**src/ssm_cfg.svh**
```systemverilog
// Offsets, field positions and reset values of the forwarding-policy block.
`ifndef SSM_CFG_SVH
`define SSM_CFG_SVH
`define SSM_OFF_PONE_CTL 12'h000
`define SSM_OFF_PTWO_CTL 12'h004
`define SSM_OFF_HPCR2 12'h008
`define SSM_OFF_GCR2 12'h00c
`define SSM_OFF_STAT 12'h010
`define SSM_BIT_TXEN 2
`define SSM_BIT_RXEN 1
`define SSM_BIT_LRNDIS 0
`define SSM_BIT_RXSNIFF 7
`define SSM_BIT_TXSNIFF 6
`define SSM_BIT_SNIFFER 5
`define SSM_BIT_AND 8
`define SSM_BIT_BADMIR 9
`define SSM_BIT_MLDOPT 12
`define SSM_BIT_MLDEN 13
`define SSM_RST_PCR2 32'h0000_0006
`define SSM_RST_GCR2 32'h0000_0000
`define SSM_IPV4 4'h4
`define SSM_PROT_IGMP 8'h02
`define SSM_SRC_P1 2'h1
`define SSM_SRC_P2 2'h2
`endif

```
**src/ssm_pkg.sv**
```systemverilog
// Types shared by the forwarding-policy block.
package ssm_pkg;
   typedef enum logic [1:0] {
      SSM_PORT_P1 = 2'b00,
      SSM_PORT_P2 = 2'b01,
      SSM_PORT_HOST = 2'b10
   } ssm_port_t;
   typedef enum logic [2:0] {
      SSM_ST_DISABLE = 3'b000,
      SSM_ST_BLOCK = 3'b001,
      SSM_ST_LEARN = 3'b010,
      SSM_ST_FWD = 3'b011,
      SSM_ST_ODD = 3'b100
   } ssm_stp_t;
endpackage : ssm_pkg

```
**src/ssm_policy.sv**
```systemverilog
// Forwarding policy: tree-state gating, snooping traps and port mirroring.
//
// The address map and the APB slave port are this design's own decisions.
`timescale 1ns/1ps
`include "ssm_cfg.svh"
module ssm_policy
   import ssm_pkg::*;
(
   // Clock and reset.
   input wire logic pclk,
   input wire logic presetn,
   // APB slave.
   input wire logic psel,
   input wire logic penable,
   input wire logic pwrite,
   input wire logic [11:0] paddr,
   input wire logic [31:0] pwdata,
   output logic [31:0] prdata,
   output logic pready,
   output logic pslverr,
   // Lookup request: one packet described per valid cycle.
   input wire logic req_valid,
   input wire logic [1:0] req_src,
   input wire logic [2:0] req_lookup_ports,
   input wire logic req_static_hit,
   input wire logic req_static_override,
   input wire logic [2:0] req_static_ports,
   input wire logic req_multicast,
   input wire logic req_bad,
   input wire logic req_ipv4,
   input wire logic [3:0] req_ip_version,
   input wire logic [7:0] req_ip_protocol,
   input wire logic req_ipv6,
   input wire logic [7:0] req_hop_limit,
   input wire logic [7:0] req_next_header,
   input wire logic [7:0] req_hbh_next_header,
   // Decision, registered one cycle after the request.
   output logic dec_valid,
   output logic [2:0] dec_ports,
   output logic dec_learn,
   output logic dec_trapped,
   output logic dec_mirrored,
   output logic [1:0] rx_source_port_field
);
   ////////////////////////////////////////////////////////////////////////
   logic [31:0] port_one_control_two_reg;
   logic [31:0] port_two_control_two_reg;
   logic [31:0] host_port_control_two_reg;
   logic [31:0] switch_global_control_two_reg;
   logic [15:0] trap_count_reg;
   logic [31:0] prdata_reg;
   logic dec_valid_reg;
   logic [2:0] dec_ports_reg;
   logic dec_learn_reg;
   logic dec_trapped_reg;
   logic dec_mirrored_reg;
   logic [1:0] src_field_reg;

   function automatic ssm_stp_t stp_of(input logic [31:0] cr);
      logic [2:0] b;
      b = {cr[`SSM_BIT_TXEN], cr[`SSM_BIT_RXEN], cr[`SSM_BIT_LRNDIS]};
      unique case (b)
         3'b001: stp_of = SSM_ST_BLOCK;
         3'b000: stp_of = SSM_ST_LEARN;
         3'b110: stp_of = SSM_ST_FWD;
         default: stp_of = SSM_ST_ODD;
      endcase
   endfunction : stp_of

   function automatic logic mld_hdr(input logic [7:0] nh,
                                    input logic opt);
      mld_hdr = (nh == 8'h01) || (nh == 8'h3a) ||
         (opt && ((nh == 8'h2b) || (nh == 8'h2c) || (nh == 8'h32) ||
                  (nh == 8'h33) || (nh == 8'h3c)));
   endfunction : mld_hdr

   ////////////////////////////////////////////////////////////////////////
   // APB decode. Every access completes in its first access cycle.
   wire apb_wr = psel && penable && pwrite;
   wire hit_p1 = paddr == `SSM_OFF_PONE_CTL;
   wire hit_p2 = paddr == `SSM_OFF_PTWO_CTL;
   wire hit_hp = paddr == `SSM_OFF_HPCR2;
   wire hit_gc = paddr == `SSM_OFF_GCR2;
   wire hit_st = paddr == `SSM_OFF_STAT;
   wire mapped = hit_p1 || hit_p2 || hit_hp || hit_gc || hit_st;
   assign pready = 1'b1;
   assign pslverr = psel && penable && !mapped;
   wire [31:0] rd_mux = hit_p1 ? port_one_control_two_reg :
                        hit_p2 ? port_two_control_two_reg :
                        hit_hp ? host_port_control_two_reg :
                        hit_gc ? switch_global_control_two_reg :
                        hit_st ? {16'h0000, trap_count_reg} :
                        32'h0000_0000;

   // Read data is captured in the setup cycle, so it comes from a flip-flop
   // and the access still needs no wait state.
   always_ff @(posedge pclk or negedge presetn) begin
      if (!presetn) begin
         prdata_reg <= 32'h0000_0000;
      end else if (psel && !penable) begin
         prdata_reg <= rd_mux;
      end
   end
   assign prdata = prdata_reg;

   always_ff @(posedge pclk or negedge presetn) begin
      if (!presetn) begin
         port_one_control_two_reg <= `SSM_RST_PCR2;
         port_two_control_two_reg <= `SSM_RST_PCR2;
         host_port_control_two_reg <= `SSM_RST_PCR2;
         switch_global_control_two_reg <= `SSM_RST_GCR2;
      end else if (apb_wr) begin
         if (hit_p1) port_one_control_two_reg <= pwdata;
         if (hit_p2) port_two_control_two_reg <= pwdata;
         if (hit_hp) host_port_control_two_reg <= pwdata;
         if (hit_gc) switch_global_control_two_reg <= pwdata;
      end
   end

   ////////////////////////////////////////////////////////////////////////
   // Per-port selections, indexed by port number (bit 2 is the host).
   wire [2:0] rx_sniff = {host_port_control_two_reg[`SSM_BIT_RXSNIFF],
      port_two_control_two_reg[`SSM_BIT_RXSNIFF],
      port_one_control_two_reg[`SSM_BIT_RXSNIFF]};
   wire [2:0] tx_sniff = {host_port_control_two_reg[`SSM_BIT_TXSNIFF],
      port_two_control_two_reg[`SSM_BIT_TXSNIFF],
      port_one_control_two_reg[`SSM_BIT_TXSNIFF]};
   wire [2:0] sniffer = {host_port_control_two_reg[`SSM_BIT_SNIFFER],
      port_two_control_two_reg[`SSM_BIT_SNIFFER],
      port_one_control_two_reg[`SSM_BIT_SNIFFER]};
   wire and_mode = switch_global_control_two_reg[`SSM_BIT_AND];
   wire bad_mirror = switch_global_control_two_reg[`SSM_BIT_BADMIR];
   wire mld_en = switch_global_control_two_reg[`SSM_BIT_MLDEN];
   wire mld_opt = switch_global_control_two_reg[`SSM_BIT_MLDOPT];

   // The host port has no tree state and always passes traffic.
   wire [2:0] tx_ok = {1'b1,
      port_two_control_two_reg[`SSM_BIT_TXEN],
      port_one_control_two_reg[`SSM_BIT_TXEN]};
   wire [2:0] rx_ok = {1'b1,
      port_two_control_two_reg[`SSM_BIT_RXEN],
      port_one_control_two_reg[`SSM_BIT_RXEN]};
   wire [2:0] lrn_ok = {1'b0,
      !port_two_control_two_reg[`SSM_BIT_LRNDIS],
      !port_one_control_two_reg[`SSM_BIT_LRNDIS]};
   wire [2:0] src_1h = (req_src == SSM_PORT_P1) ? 3'b001 :
                       (req_src == SSM_PORT_P2) ? 3'b010 : 3'b100;
   wire from_host = src_1h[2];
   wire src_rx_ok = |(src_1h & rx_ok);
   ssm_stp_t p1_state;
   assign p1_state = stp_of(port_one_control_two_reg);

   ////////////////////////////////////////////////////////////////////////
   // Snooping traps.
   wire igmp_hit = req_ipv4 && (req_ip_version == `SSM_IPV4) &&
      (req_ip_protocol == `SSM_PROT_IGMP);
   wire mld_nh = mld_hdr(req_next_header, mld_opt) ||
      ((req_next_header == 8'h00) &&
       mld_hdr(req_hbh_next_header, mld_opt));
   wire mld_hit = mld_en && req_ipv6 && req_multicast &&
      (req_hop_limit == 8'h01) && mld_nh;
   wire trap = !from_host && (igmp_hit || mld_hit);

   // Normal destination before tree-state gating.
   wire mc_static = req_multicast && req_static_hit;
   wire [2:0] base_dst = mc_static ? req_static_ports
                                   : req_lookup_ports;
   // Traffic from a port that is not receiving only reaches the host, and
   // only through an override entry or a trap; host frames go to any listed network port that is transmitting.
   wire [2:0] gated_dst = from_host ? (base_dst & tx_ok & ~3'b100) :
      src_rx_ok ? (base_dst & tx_ok & ~src_1h) :
      3'b000;
   wire ovr_host = !from_host && req_static_hit && req_static_override &&
      req_static_ports[2];
   wire [2:0] norm_dst = trap ? 3'b100 :
      (gated_dst | (ovr_host ? 3'b100 : 3'b000));

   // Mirroring is checked against the normal destination, traps and overrides included.
   wire rx_m = |(src_1h & rx_sniff);
   wire tx_m = |(norm_dst & tx_sniff);
   wire mir_sel = and_mode ? (rx_m && tx_m) : (rx_m || tx_m);
   wire mir_go = mir_sel && (!req_bad || bad_mirror);
   wire good = !req_bad;
   wire [2:0] pass_dst = good ? norm_dst : 3'b000;
   // OR merges the copy, so a sniffer already on the list gets one frame.
   wire [2:0] final_dst = pass_dst | (mir_go ? sniffer : 3'b000);

   ////////////////////////////////////////////////////////////////////////
   always_ff @(posedge pclk or negedge presetn) begin
      if (!presetn) begin
         dec_valid_reg <= 1'b0;
         dec_ports_reg <= 3'b000;
         dec_learn_reg <= 1'b0;
         dec_trapped_reg <= 1'b0;
         dec_mirrored_reg <= 1'b0;
         src_field_reg <= 2'b00;
         trap_count_reg <= 16'h0000;
      end else begin
         dec_valid_reg <= req_valid;
         if (req_valid) begin
            dec_ports_reg <= final_dst;
            dec_learn_reg <= good && |(src_1h & lrn_ok);
            dec_trapped_reg <= trap;
            dec_mirrored_reg <= mir_go;
            src_field_reg <= (req_src == SSM_PORT_P1) ? `SSM_SRC_P1 :
               (req_src == SSM_PORT_P2) ? `SSM_SRC_P2 : 2'b00;
            if (trap) trap_count_reg <= trap_count_reg + 16'h0001;
         end
      end
   end

   assign dec_valid = dec_valid_reg;
   assign dec_ports = dec_ports_reg;
   assign dec_learn = dec_learn_reg;
   assign dec_trapped = dec_trapped_reg;
   assign dec_mirrored = dec_mirrored_reg;
   assign rx_source_port_field = src_field_reg;
endmodule : ssm_policy

```
**config.mk**
```make
export PLATFORM = sky130hd
export DESIGN_NAME = ssm_policy
export DESIGN_NICKNAME = d
export VERILOG_FILES = /design/src/ssm_pkg.sv /design/src/ssm_policy.sv
export VERILOG_INCLUDE_DIRS = /design/src /design/src/src
export SDC_FILE = /design/constraint.sdc
export NUM_CORES = 1
export LEC_CHECK = 0
export ABC_CLOCK_PERIOD_IN_PS = 4970
export BUFFER_PORTS_ARGS = -buffer_cell sky130_fd_sc_hd__clkbuf_2
export CAP_MARGIN = 20
export CORE_ASPECT_RATIO = 1.5
export CORE_MARGIN = 8
export CORE_UTILIZATION = 60
export DETAILED_ROUTE_END_ITERATION = 7
export PLACE_DENSITY = 0.89
export SLEW_MARGIN = 20
export SYNTH_ARGS = -nofsm -noshare
export SYNTH_HDL_FRONTEND = slang
export SYNTH_SLANG_ARGS = --single-unit
```
**constraint.sdc**
```tcl
create_clock -name pclk -period 4.97 [get_ports pclk]
set_clock_uncertainty 0.2 [all_clocks]
set_input_delay 0 -clock pclk [delete_from_list [all_inputs] [get_ports pclk]]
set_output_delay 0 -clock pclk [all_outputs]
set_load 0.01 [all_outputs]
```
==> results.toml, run 1 <==
[clock_tree]
clk_latency_ps = 430
clk_path_buf_depth = 2
root_buffer = "clkbuf_16"
cts_buffers = 17
clk_pin_slew_ps = 60
cts.sinks = 185
cts_tree = "yes"
htree_num_levels = 4
postCtsSetupBuffers = 0

[global_routing]
grt_pass1_vias = 7255
antenna_found_initial = 0
grt_pass1_wl_um = 36800
grt-ovfl-total = 0
grt.total_usage_pct = 25.9
grt_max_degree = 102

[worst_setup_path]
arrival_ps = 2910
timing.rr.start = "switch_global_control_two_reg[12]"
critPathLaunch = "paddr[10]"
crit_path_end_kind = "register"
r2r_cells = 7
cp.required_ps = 5080
critPathKind = "in2reg"
r2r_slack_ps = 2270
path_max_fanout = 33
reg2reg_to = "trap_count_reg[14]"
critPathLaunchType = "input port"

[floorplanning]
core_um2 = 13500
rows = 52
die_x_um = 112
die_y_um = 160
boundaryPins = 143
start_util_pct = 61.3
dieArea_um2 = 17900

[drt]
route.vias.total = 6532
drtIter0Drc = 486
dr.pass1.iters = 5
wl_per_cell_um = 22.5
drc = 0
wl_um = 22800
vias_per_cell = 6.44
ant_nets = 0

[synthesis]
synth.top_cell.area_share_pct = 54.2
ys_async_sr_fraction_pct = 100
synth_edf_count = 0
synth-seq-cells = 185
yosysWarningCount = 0
yosysSeqAreaShare_pct = 56.2
avgSynthCellArea_um2 = 12.4
synthFlopType = "dfrtp_1"
syn-num-nets = 769
netlist_instances = 668
synthDistinctLibCells = 55
yosysTopAreaCell = "dfrtp_1"
syn_area_um2 = 8260
ys_top_cells_by_area = "dfrtp_1 (54%), mux2_2 (18%), a221o_1 (3.4%)"

[placement]
gp_congestion = 0.870
port-buffer-count = 141
hpwlAfterDp_um = 14500

[pwr]
ir_drop_uv = 257
p_per_area_nw_per_um2 = 297
p_leak_nw = 5.02

[min_path]
min_path_type = "in2async"

[timing]
setup_violations = 0
slew-limit-headroom_pct = 27.7
period_needed_ps = 2800
max_freq_mhz = 357
rsz0062_at_grt = "false"
worst_pin_slew_ps = 1080
setup_tns_ps = 0
maxSlewViolCount = 0
final_hold_viol_count = 0
fin_crit_sh_pct = 56.4

[cells_and_area]
final_cell_mix = "dfrtp_1 (179), clkbuf_2 (140), mux2_2 (129)"
n_fill_cell = 826
final_common_cell = "dfrtp_1"
final_util_pct = 75.1
layout-drive-gt1-share_pct = 38.5
diodes = 0
final_nets = 941
area_growth_pct = 22.6

[status]
status = "finished clean"

[job]
drv_cap = 0
-- cell usage after synthesis (all sizes together) (2+ instances only) --
cell type  number
inv             7
o22ai           2
clkbuf         26
mux2          131
nand3           7
or4             2
nor4b           4
a221o          28
mux2i           2
nor2           24
or3             3
nor4bb          3
and2            5
nand4           6
dfstp           6
xor2            9
nor3            7
buf            15
nor4            7
dfrtp         179
nand2b          7
nand2          45
nor2b           6
o31ai           2
o2111a          2
o21ai          52
xnor2           6
a221oi         16
a21o            6
a21oi          26
and3            2
a222oi          8
-- power breakdown --
part / internal (mW) / switching, mW
logic: 0.0800 / 0.110
clock network: 0.696 / 0.595
registers: 1.52 / 0.00653
-- cells by family (layout without fill, tap and decap cells) --
kind of cell | after synthesis | in the layout | synth area share, %
XOR/XNOR | 15 | 15 | 1.59
adder cells (fa/ha/maj) | 1 | 1 | 0.151
multiplexers | 133 | 133 | 18.1
other | 1 | 1 | 0.0454
AO/OA/AOI/OAI | 155 | 155 | 13.3
AND/OR/NAND/NOR | 130 | 130 | 8.33
flip-flops | 185 | 185 | 56.2
buffers and inverters | 48 | 233 | 2.33
-- worst max-delay path by stage --
stage	cells past startpoint	to	slack [ps]
2_1_floorplan	8	trap_count_reg[14]	2620
5_1_grt	7	port_two_control_two_reg[31]	2050
3_3_place_gp	7	port_two_control_two_reg[4]	1920
3_5_place_dp	7	port_two_control_two_reg[31]	1830
6_report	7	port_two_control_two_reg[31]	2170
4_1_cts	7	port_two_control_two_reg[11]	2240
-- per-layer routing --
metal,global-route usage (%),share of wire (%)
met1,27.6,37
met5,0,0
met4,11.7,2.8
met3,8.46,8.4
met2,45.6,52
-- critical path, cell delays in order --
cell and delay [ps]:
clkbuf_2 120, nor4_1 280, nand3_1 330, nor4b_4 340, buf_4 420, nor2b_4 960
mux2_2 430
-- what timing repair did --
| item | in CTS | in global routing |
|---|---|---|
| hold buffers | 44 | 0 |
| gates resized for setup | 0 | 0 |
| endpoints found under the hold margin | 239 | 0 |
-- area by class of cell --
cell class	instances	area, um^2	share of cell area, %
Clock buffer	19	433	4.28
Clock inverter	13	124	1.22
Inverter	7	26.3	0.260
Multi-Input combinational cell	435	3480	34.4
Sequential cell	185	4640	45.8
Tap cell	162	203	2.00
Timing Repair Buffer	194	1220	12.0
-- through the flow --
| stage | area (um^2) | hold slack, ps | setup WS [ps] | total power, mW | instances |
|---|---|---|---|---|---|
| after detailed placement | 9120 | -35.3 | 1830 | 1.71 | 938 |
| final | 10100 | 55.5 | 2170 | 3.00 | 1015 |
| after global routing | 10100 | 97.5 | 2050 | 3.08 | 1015 |
| after CTS | 10100 | 5.53 | 2240 | 3.01 | 1014 |
| after global placement | 9120 | -52.1 | 1920 | 1.70 | 938 |
| after floorplan | 8260 | -496 | 2620 | 1.60 | 668 |
No activity file was read; power rests on OpenSTA's default activity.
==> run 2, diff against run 1 <==
- ABC_AREA: default -> 1
- ABC_CLOCK_PERIOD_IN_PS: 4970 -> 2450
- CORE_UTILIZATION: 60 -> 51
- PLACE_DENSITY: 0.89 -> 0.8
- clock period: 4.97 -> 2.45 ns (I/O delays scaled with it)
==> run 2 against run 1 <==
Net effect:
- global-route usage fell by 3.1 points
- total power rose by 110%
- worst hold slack got worse by 40 ps
- via count rose by 21%
==> results.toml, run 2 <==
[status]
status = "finished clean"

[global_routing]
antenna_found_initial = 0
grt_pass1_wl_um = 39400
grt_max_degree = 67
grt.total_usage_pct = 22.8
grt-ovfl-total = 0
grt_pass1_vias = 8120

[synthesis]
yosysMostFrequentCell = "nand2_1"
yosysTopAreaCell = "dfrtp_1"
ys_async_sr_fraction_pct = 100
ys_top_cells_by_count = "nand2_1 (288), dfrtp_1 (179), o21ai_0 (161), inv_1 (106), nand3_1 (50)"
synth-seq-cells = 185
yosysSeqAreaShare_pct = 53.7
syn-num-nets = 1143
synthDistinctLibCells = 39
netlist_instances = 1042
synth.top_cell.area_share_pct = 51.9
synth_edf_count = 0
avgSynthCellArea_um2 = 8.29
ys_top_cells_by_area = "dfrtp_1 (52%), nand2_1 (13%), o21ai_0 (9.3%)"
yosysWarningCount = 0
syn_area_um2 = 8630
synthFlopType = "dfrtp_1"

[floorplanning]
die_y_um = 175
core_um2 = 16700
boundaryPins = 143
rows = 58
start_util_pct = 51.7
dieArea_um2 = 21400
die_x_um = 122

[cells_and_area]
diodes = 0
final_nets = 1337
final_cell_mix = "nand2_1 (287), dfrtp_1 (179), o21ai_0 (161)"
n_fill_cell = 1353
final_common_cell = "nand2_1"
area_growth_pct = 25.2
layout-drive-gt1-share_pct = 18.0
fin_cells = 1459

[clock_tree]
clk_path_buf_depth = 2
cts.sinks = 185
postCtsSetupBuffers = 0
cts_tree = "yes"
root_buffer = "clkbuf_16"
htree_num_levels = 4
cts_buffers = 17
clk_pin_slew_ps = 80
clk_latency_ps = 440

[worst_setup_path]
path_max_fanout = 5
crit_path_end_kind = "register"
arrival_ps = 2540
critPathKind = "in2reg"
path_cells = "dlygate4sd3_1 -> clkbuf_2 -> nor2_1 -> dlygate4sd3_1 -> nand4_1 -> o31ai_2 -> nand3_1 -> buf_4 -> nand2_1 -> dlygate4sd3_1"
cp.required_ps = 2630
max_stage_delay_ps = 590
crit_buf_inv = 5
cpMostUsedCell = "dlygate4sd3_1"
crit_slowest_cell = "dlygate4sd3_1"
critical_path.top_delay_family = "buffers and inverters"
r2r_slack_ps = 230
critPathLaunchType = "input port"

[pwr]
p_per_area_nw_per_um2 = 572
ir_drop_uv = 391
p_leak_nw = 5.32
p_total_mw = 6.18

[placement]
hpwlAfterDp_um = 16100
placedCellCount = 1371
gp_congestion = 0.898
port-buffer-count = 141

[drt]
drtIter0Drc = 528
route.vias.total = 7928
vias_per_cell = 5.43
drc = 0
wl_um = 23800
wl_per_cell_um = 16.3
dr.pass1.iters = 7
ant_nets = 0

[timing]
maxSlewViolCount = 0
fin_crit_sh_pct = 96.4
period_needed_ps = 2360
worst_pin_slew_ps = 649
rsz0062_at_grt = "true"
final_hold_viol_count = 0
slew-limit-headroom_pct = 56.7
setup_violations = 0
max_freq_mhz = 423

[min_path]
min_path_type = "in2reg"

[job]
drv_cap = 0
## run 2: cell count changes after synthesis, moves of 24 or more
cell / previous run / this run
o21ai_1: 0 / 49
nor2_1: 24 / 48
a221o_1: 28 / 0
o21ai_0: 52 / 161
nand3_1: 7 / 50
mux2_2: 129 / 0
inv_1: 7 / 106
nand2_1: 45 / 288
## run 2: routing by layer
layer / up-vias / global-route usage (%) / wire length, um
met5: - / 0 / 0
met4: 0 / 10.6 / 765
met2: 314 / 40.8 / 12600
li1: 3808 / - / -
met3: 59 / 3.83 / 1620
met1: 3747 / 25.7 / 8860
## run 2: cells by family (layout without fill, tap and decap cells)
family	Yosys count	after routing	synth area share [%]
flip-flops	185	185	53.7
adder cells (fa/ha/maj)	1	1	0.145
other	1	1	0.0434
AO/OA/AOI/OAI	264	264	16.6
AND/OR/NAND/NOR	421	421	21.0
buffers and inverters	156	363	7.12
XOR/XNOR	14	14	1.42
## run 2: final cells by class
class / count / area [um^2] / share of cell area (%)
clock inverters: 13 / 146 / 1.35
clock buffers: 19 / 443 / 4.10
repair buffers: 221 / 1500 / 13.9
well taps: 210 / 263 / 2.43
flip-flops and latches: 185 / 4640 / 42.9
inverters: 110 / 413 / 3.82
multi-input cells: 701 / 3400 / 31.5
## run 2: path summary, 6_finish.rpt
check	start	endpoint	depth (start not counted)
max in group asynchronous	presetn	port_one_control_two_reg[2]	4
setup / recovery	req_ip_version[0]	dec_trapped	10
setup reg to reg	port_one_control_two_reg[1]	dec_ports[1]	7
hold reg to reg	port_one_control_two_reg[31]	port_one_control_two_reg[31]	2
hold / removal	req_ip_version[3]	trap_count_reg[14]	7
min in group asynchronous	presetn	port_one_control_two_reg[17]	3
## run 2: report_power, final
group	switching [mW]	total (mW)	internal (mW)
combinational	0.221	0.379	0.157
sequential	0.00462	3.07	3.06
clock	1.26	2.73	1.48
total	1.48	6.18	4.69
## run 2: repair_timing
item                       CTS  global route
hold buffers                57             0
gates resized for setup      0             3
setup endpoints to repair    0             3
hold endpoints to repair   343             0
## run 2: worst reg2reg max path, cell delays in order, from the launching register on
cell and delay [ps]:
dfstp_2 560, inv_1 60, a2111oi_1 520, dlygate4sd3_1 620
nand3_1 70, nand2_1 70, inv_1 30, nand2_1 50
## run 2: through the flow
step	hold slack, ps	setup TNS (ps)	setup slack, ps	instance area, um^2	util, %
after floorplan	-496	0	724	8630	-
after global placement	-166	0	467	9640	57.8
after detailed placement	-157	0	418	9640	57.8
after CTS	1.68	0	84.1	10800	64.7
after global routing	55.5	-10.7	-10.7	10800	64.7
final	15.4	0	87.1	10800	64.7
==> run 3, diff against run 2 <==
- MAX_ROUTING_LAYER: default -> met4
==> run 3 against run 2 <==
Net effect:
- highest routed layer unchanged
- clock power hardly changed
- sequential share of layout area stayed put
- critical path type unchanged
- worst setup slack better by 2.6 ps
==> results.toml, run 3 (synthesis gave the netlist of run 2 again) <==
[floorplanning]
rows = 58
boundaryPins = 143
start_util_pct = 51.7
dieArea_um2 = 21400
die_y_um = 175
core_um2 = 16700
die_x_um = 122

[timing]
final_hold_viol_count = 0
worst_pin_slew_ps = 641
final.setup.worst_slack_ps = 89.7
rsz0062_at_grt = "true"
fin_crit_sh_pct = 96.3
slew-limit-headroom_pct = 57.2
maxSlewViolCount = 0
max_freq_mhz = 424
whs_ps = 5.61
period_needed_ps = 2360
setup_violations = 0
setup_tns_ps = 0

[min_path]
min_path_type = "in2reg"
min_to = "switch_global_control_two_reg[21]"
min_from = "pwrite"
hold_depth = 6

[clock_tree]
htree_num_levels = 4
postCtsSetupBuffers = 0
root_buffer = "clkbuf_16"
clk_pin_slew_ps = 80
clk_latency_ps = 440
cts_buffers = 17
clk_path_buf_depth = 2
cts_tree = "yes"
cts.sinks = 185

[worst_setup_path]
crit_path_end_kind = "register"
cp.required_ps = 2630
r2r_slack_ps = 230
crit_slowest_cell = "dlygate4sd3_1"
path_cells = "dlygate4sd3_1 -> clkbuf_2 -> nor2_1 -> dlygate4sd3_1 -> nand4_1 -> o31ai_2 -> nand3_1 -> buf_4 -> nand2_1 -> dlygate4sd3_1"
cpMostUsedCell = "dlygate4sd3_1"
max_stage_delay_ps = 590
critPathLaunchType = "input port"
timing.rr.start = "port_one_control_two_reg[1]"
reg2reg_to = "dec_ports[1]"
critical_path.top_delay_family = "buffers and inverters"
critPathKind = "in2reg"
arrival_ps = 2540
path_max_fanout = 5
r2r_cells = 7
crit_buf_inv = 5

[drt]
route.vias.total = 7955
wl_per_cell_um = 16.4
ant_nets = 0
drtIter0Drc = 587
wl_um = 23900
vias_per_cell = 5.45
drc = 0
dr.pass1.iters = 8

[placement]
hpwlAfterDp_um = 16100
gp_congestion = 0.913
port-buffer-count = 141
place_ws_ps = 418

[pwr]
p_per_area_nw_per_um2 = 573
ir_drop_uv = 391
p_leak_nw = 5.32

[status]
status = "finished clean"

[cells_and_area]
n_fill_cell = 1353
final_common_cell = "nand2_1"
area_growth_pct = 25.2
final_cell_mix = "nand2_1 (287), dfrtp_1 (179), o21ai_0 (161)"
diodes = 0
layout-drive-gt1-share_pct = 18.0
final_nets = 1337

[global_routing]
grt.total_usage_pct = 23.5
antenna_found_initial = 0
grt_pass1_wl_um = 39400
grt_pass1_vias = 8112
grt-ovfl-total = 0
grt_max_degree = 67

[job]
drv_cap = 0
-- run 3: cell counts in the layout (fill, tap and decap cells not counted) --
No cell type changed its count.
-- run 3: area by class of cell --
class | instances | area, um^2 | share of cell area (%)
Sequential cell | 185 | 4640 | 42.9
Inverter | 110 | 413 | 3.82
Clock buffer | 19 | 443 | 4.10
Clock inverter | 13 | 146 | 1.35
Tap cell | 210 | 263 | 2.43
Multi-Input combinational cell | 701 | 3400 | 31.5
Timing Repair Buffer | 221 | 1500 | 13.9
-- run 3: per-layer routing --
metal,part of all wire [%],wire (um),GRT usage (%)
met3,6.9,1660,3.73
met2,53,12600,40.9
met1,37,8910,25.8
met4,3.2,769,10.2
met5,0,0,-
-- run 3: through the flow --
| stage | total power, mW | utilization [%] | area, um^2 | cells |
|---|---|---|---|---|
| floorplan | 3.23 | - | 8630 | 1042 |
| global placement | 3.43 | 57.8 | 9640 | 1371 |
| detailed placement | 3.44 | 57.8 | 9640 | 1371 |
| CTS | 6.22 | 64.7 | 10800 | 1460 |
| global route | 6.42 | 64.7 | 10800 | 1459 |
| finish | 6.19 | 64.7 | 10800 | 1459 |
-- run 3: what timing repair did --
action / 4_1_cts / 5_1_grt
hold endpoints to repair: 343 / 0
endpoints found under the setup margin: 0 / 3
resized for setup: 0 / 3
hold buffers: 57 / 0
-- run 3: power by group --
part | internal [mW] | total, mW | switching (mW)
Combinational | 0.157 | 0.378 | 0.221
Clock | 1.48 | 2.75 | 1.27
Sequential | 3.06 | 3.07 | 0.00461
Total | 4.69 | 6.19 | 1.49
-- run 3: worst max-delay path by stage --
stage	endpoint	cells past startpoint	slack [ps]	startpoint
2_1_floorplan	dec_ports[0]	8	720	port_one_control_two_reg[1]
3_3_place_gp	dec_ports[1]	8	470	port_one_control_two_reg[1]
3_5_place_dp	dec_ports[1]	8	420	port_one_control_two_reg[1]
4_1_cts	dec_trapped	10	80	req_ip_version[0]
5_1_grt	dec_trapped	10	-8	req_ip_version[0]
6_report	dec_trapped	10	90	req_ip_version[0]
-- run 3: tightest hold or removal path: stages --
cell      delay [ps]
clkbuf_2          80
inv_1             40
nor2_1           110
nand3_2          110
buf_4            170
o21ai_0           90
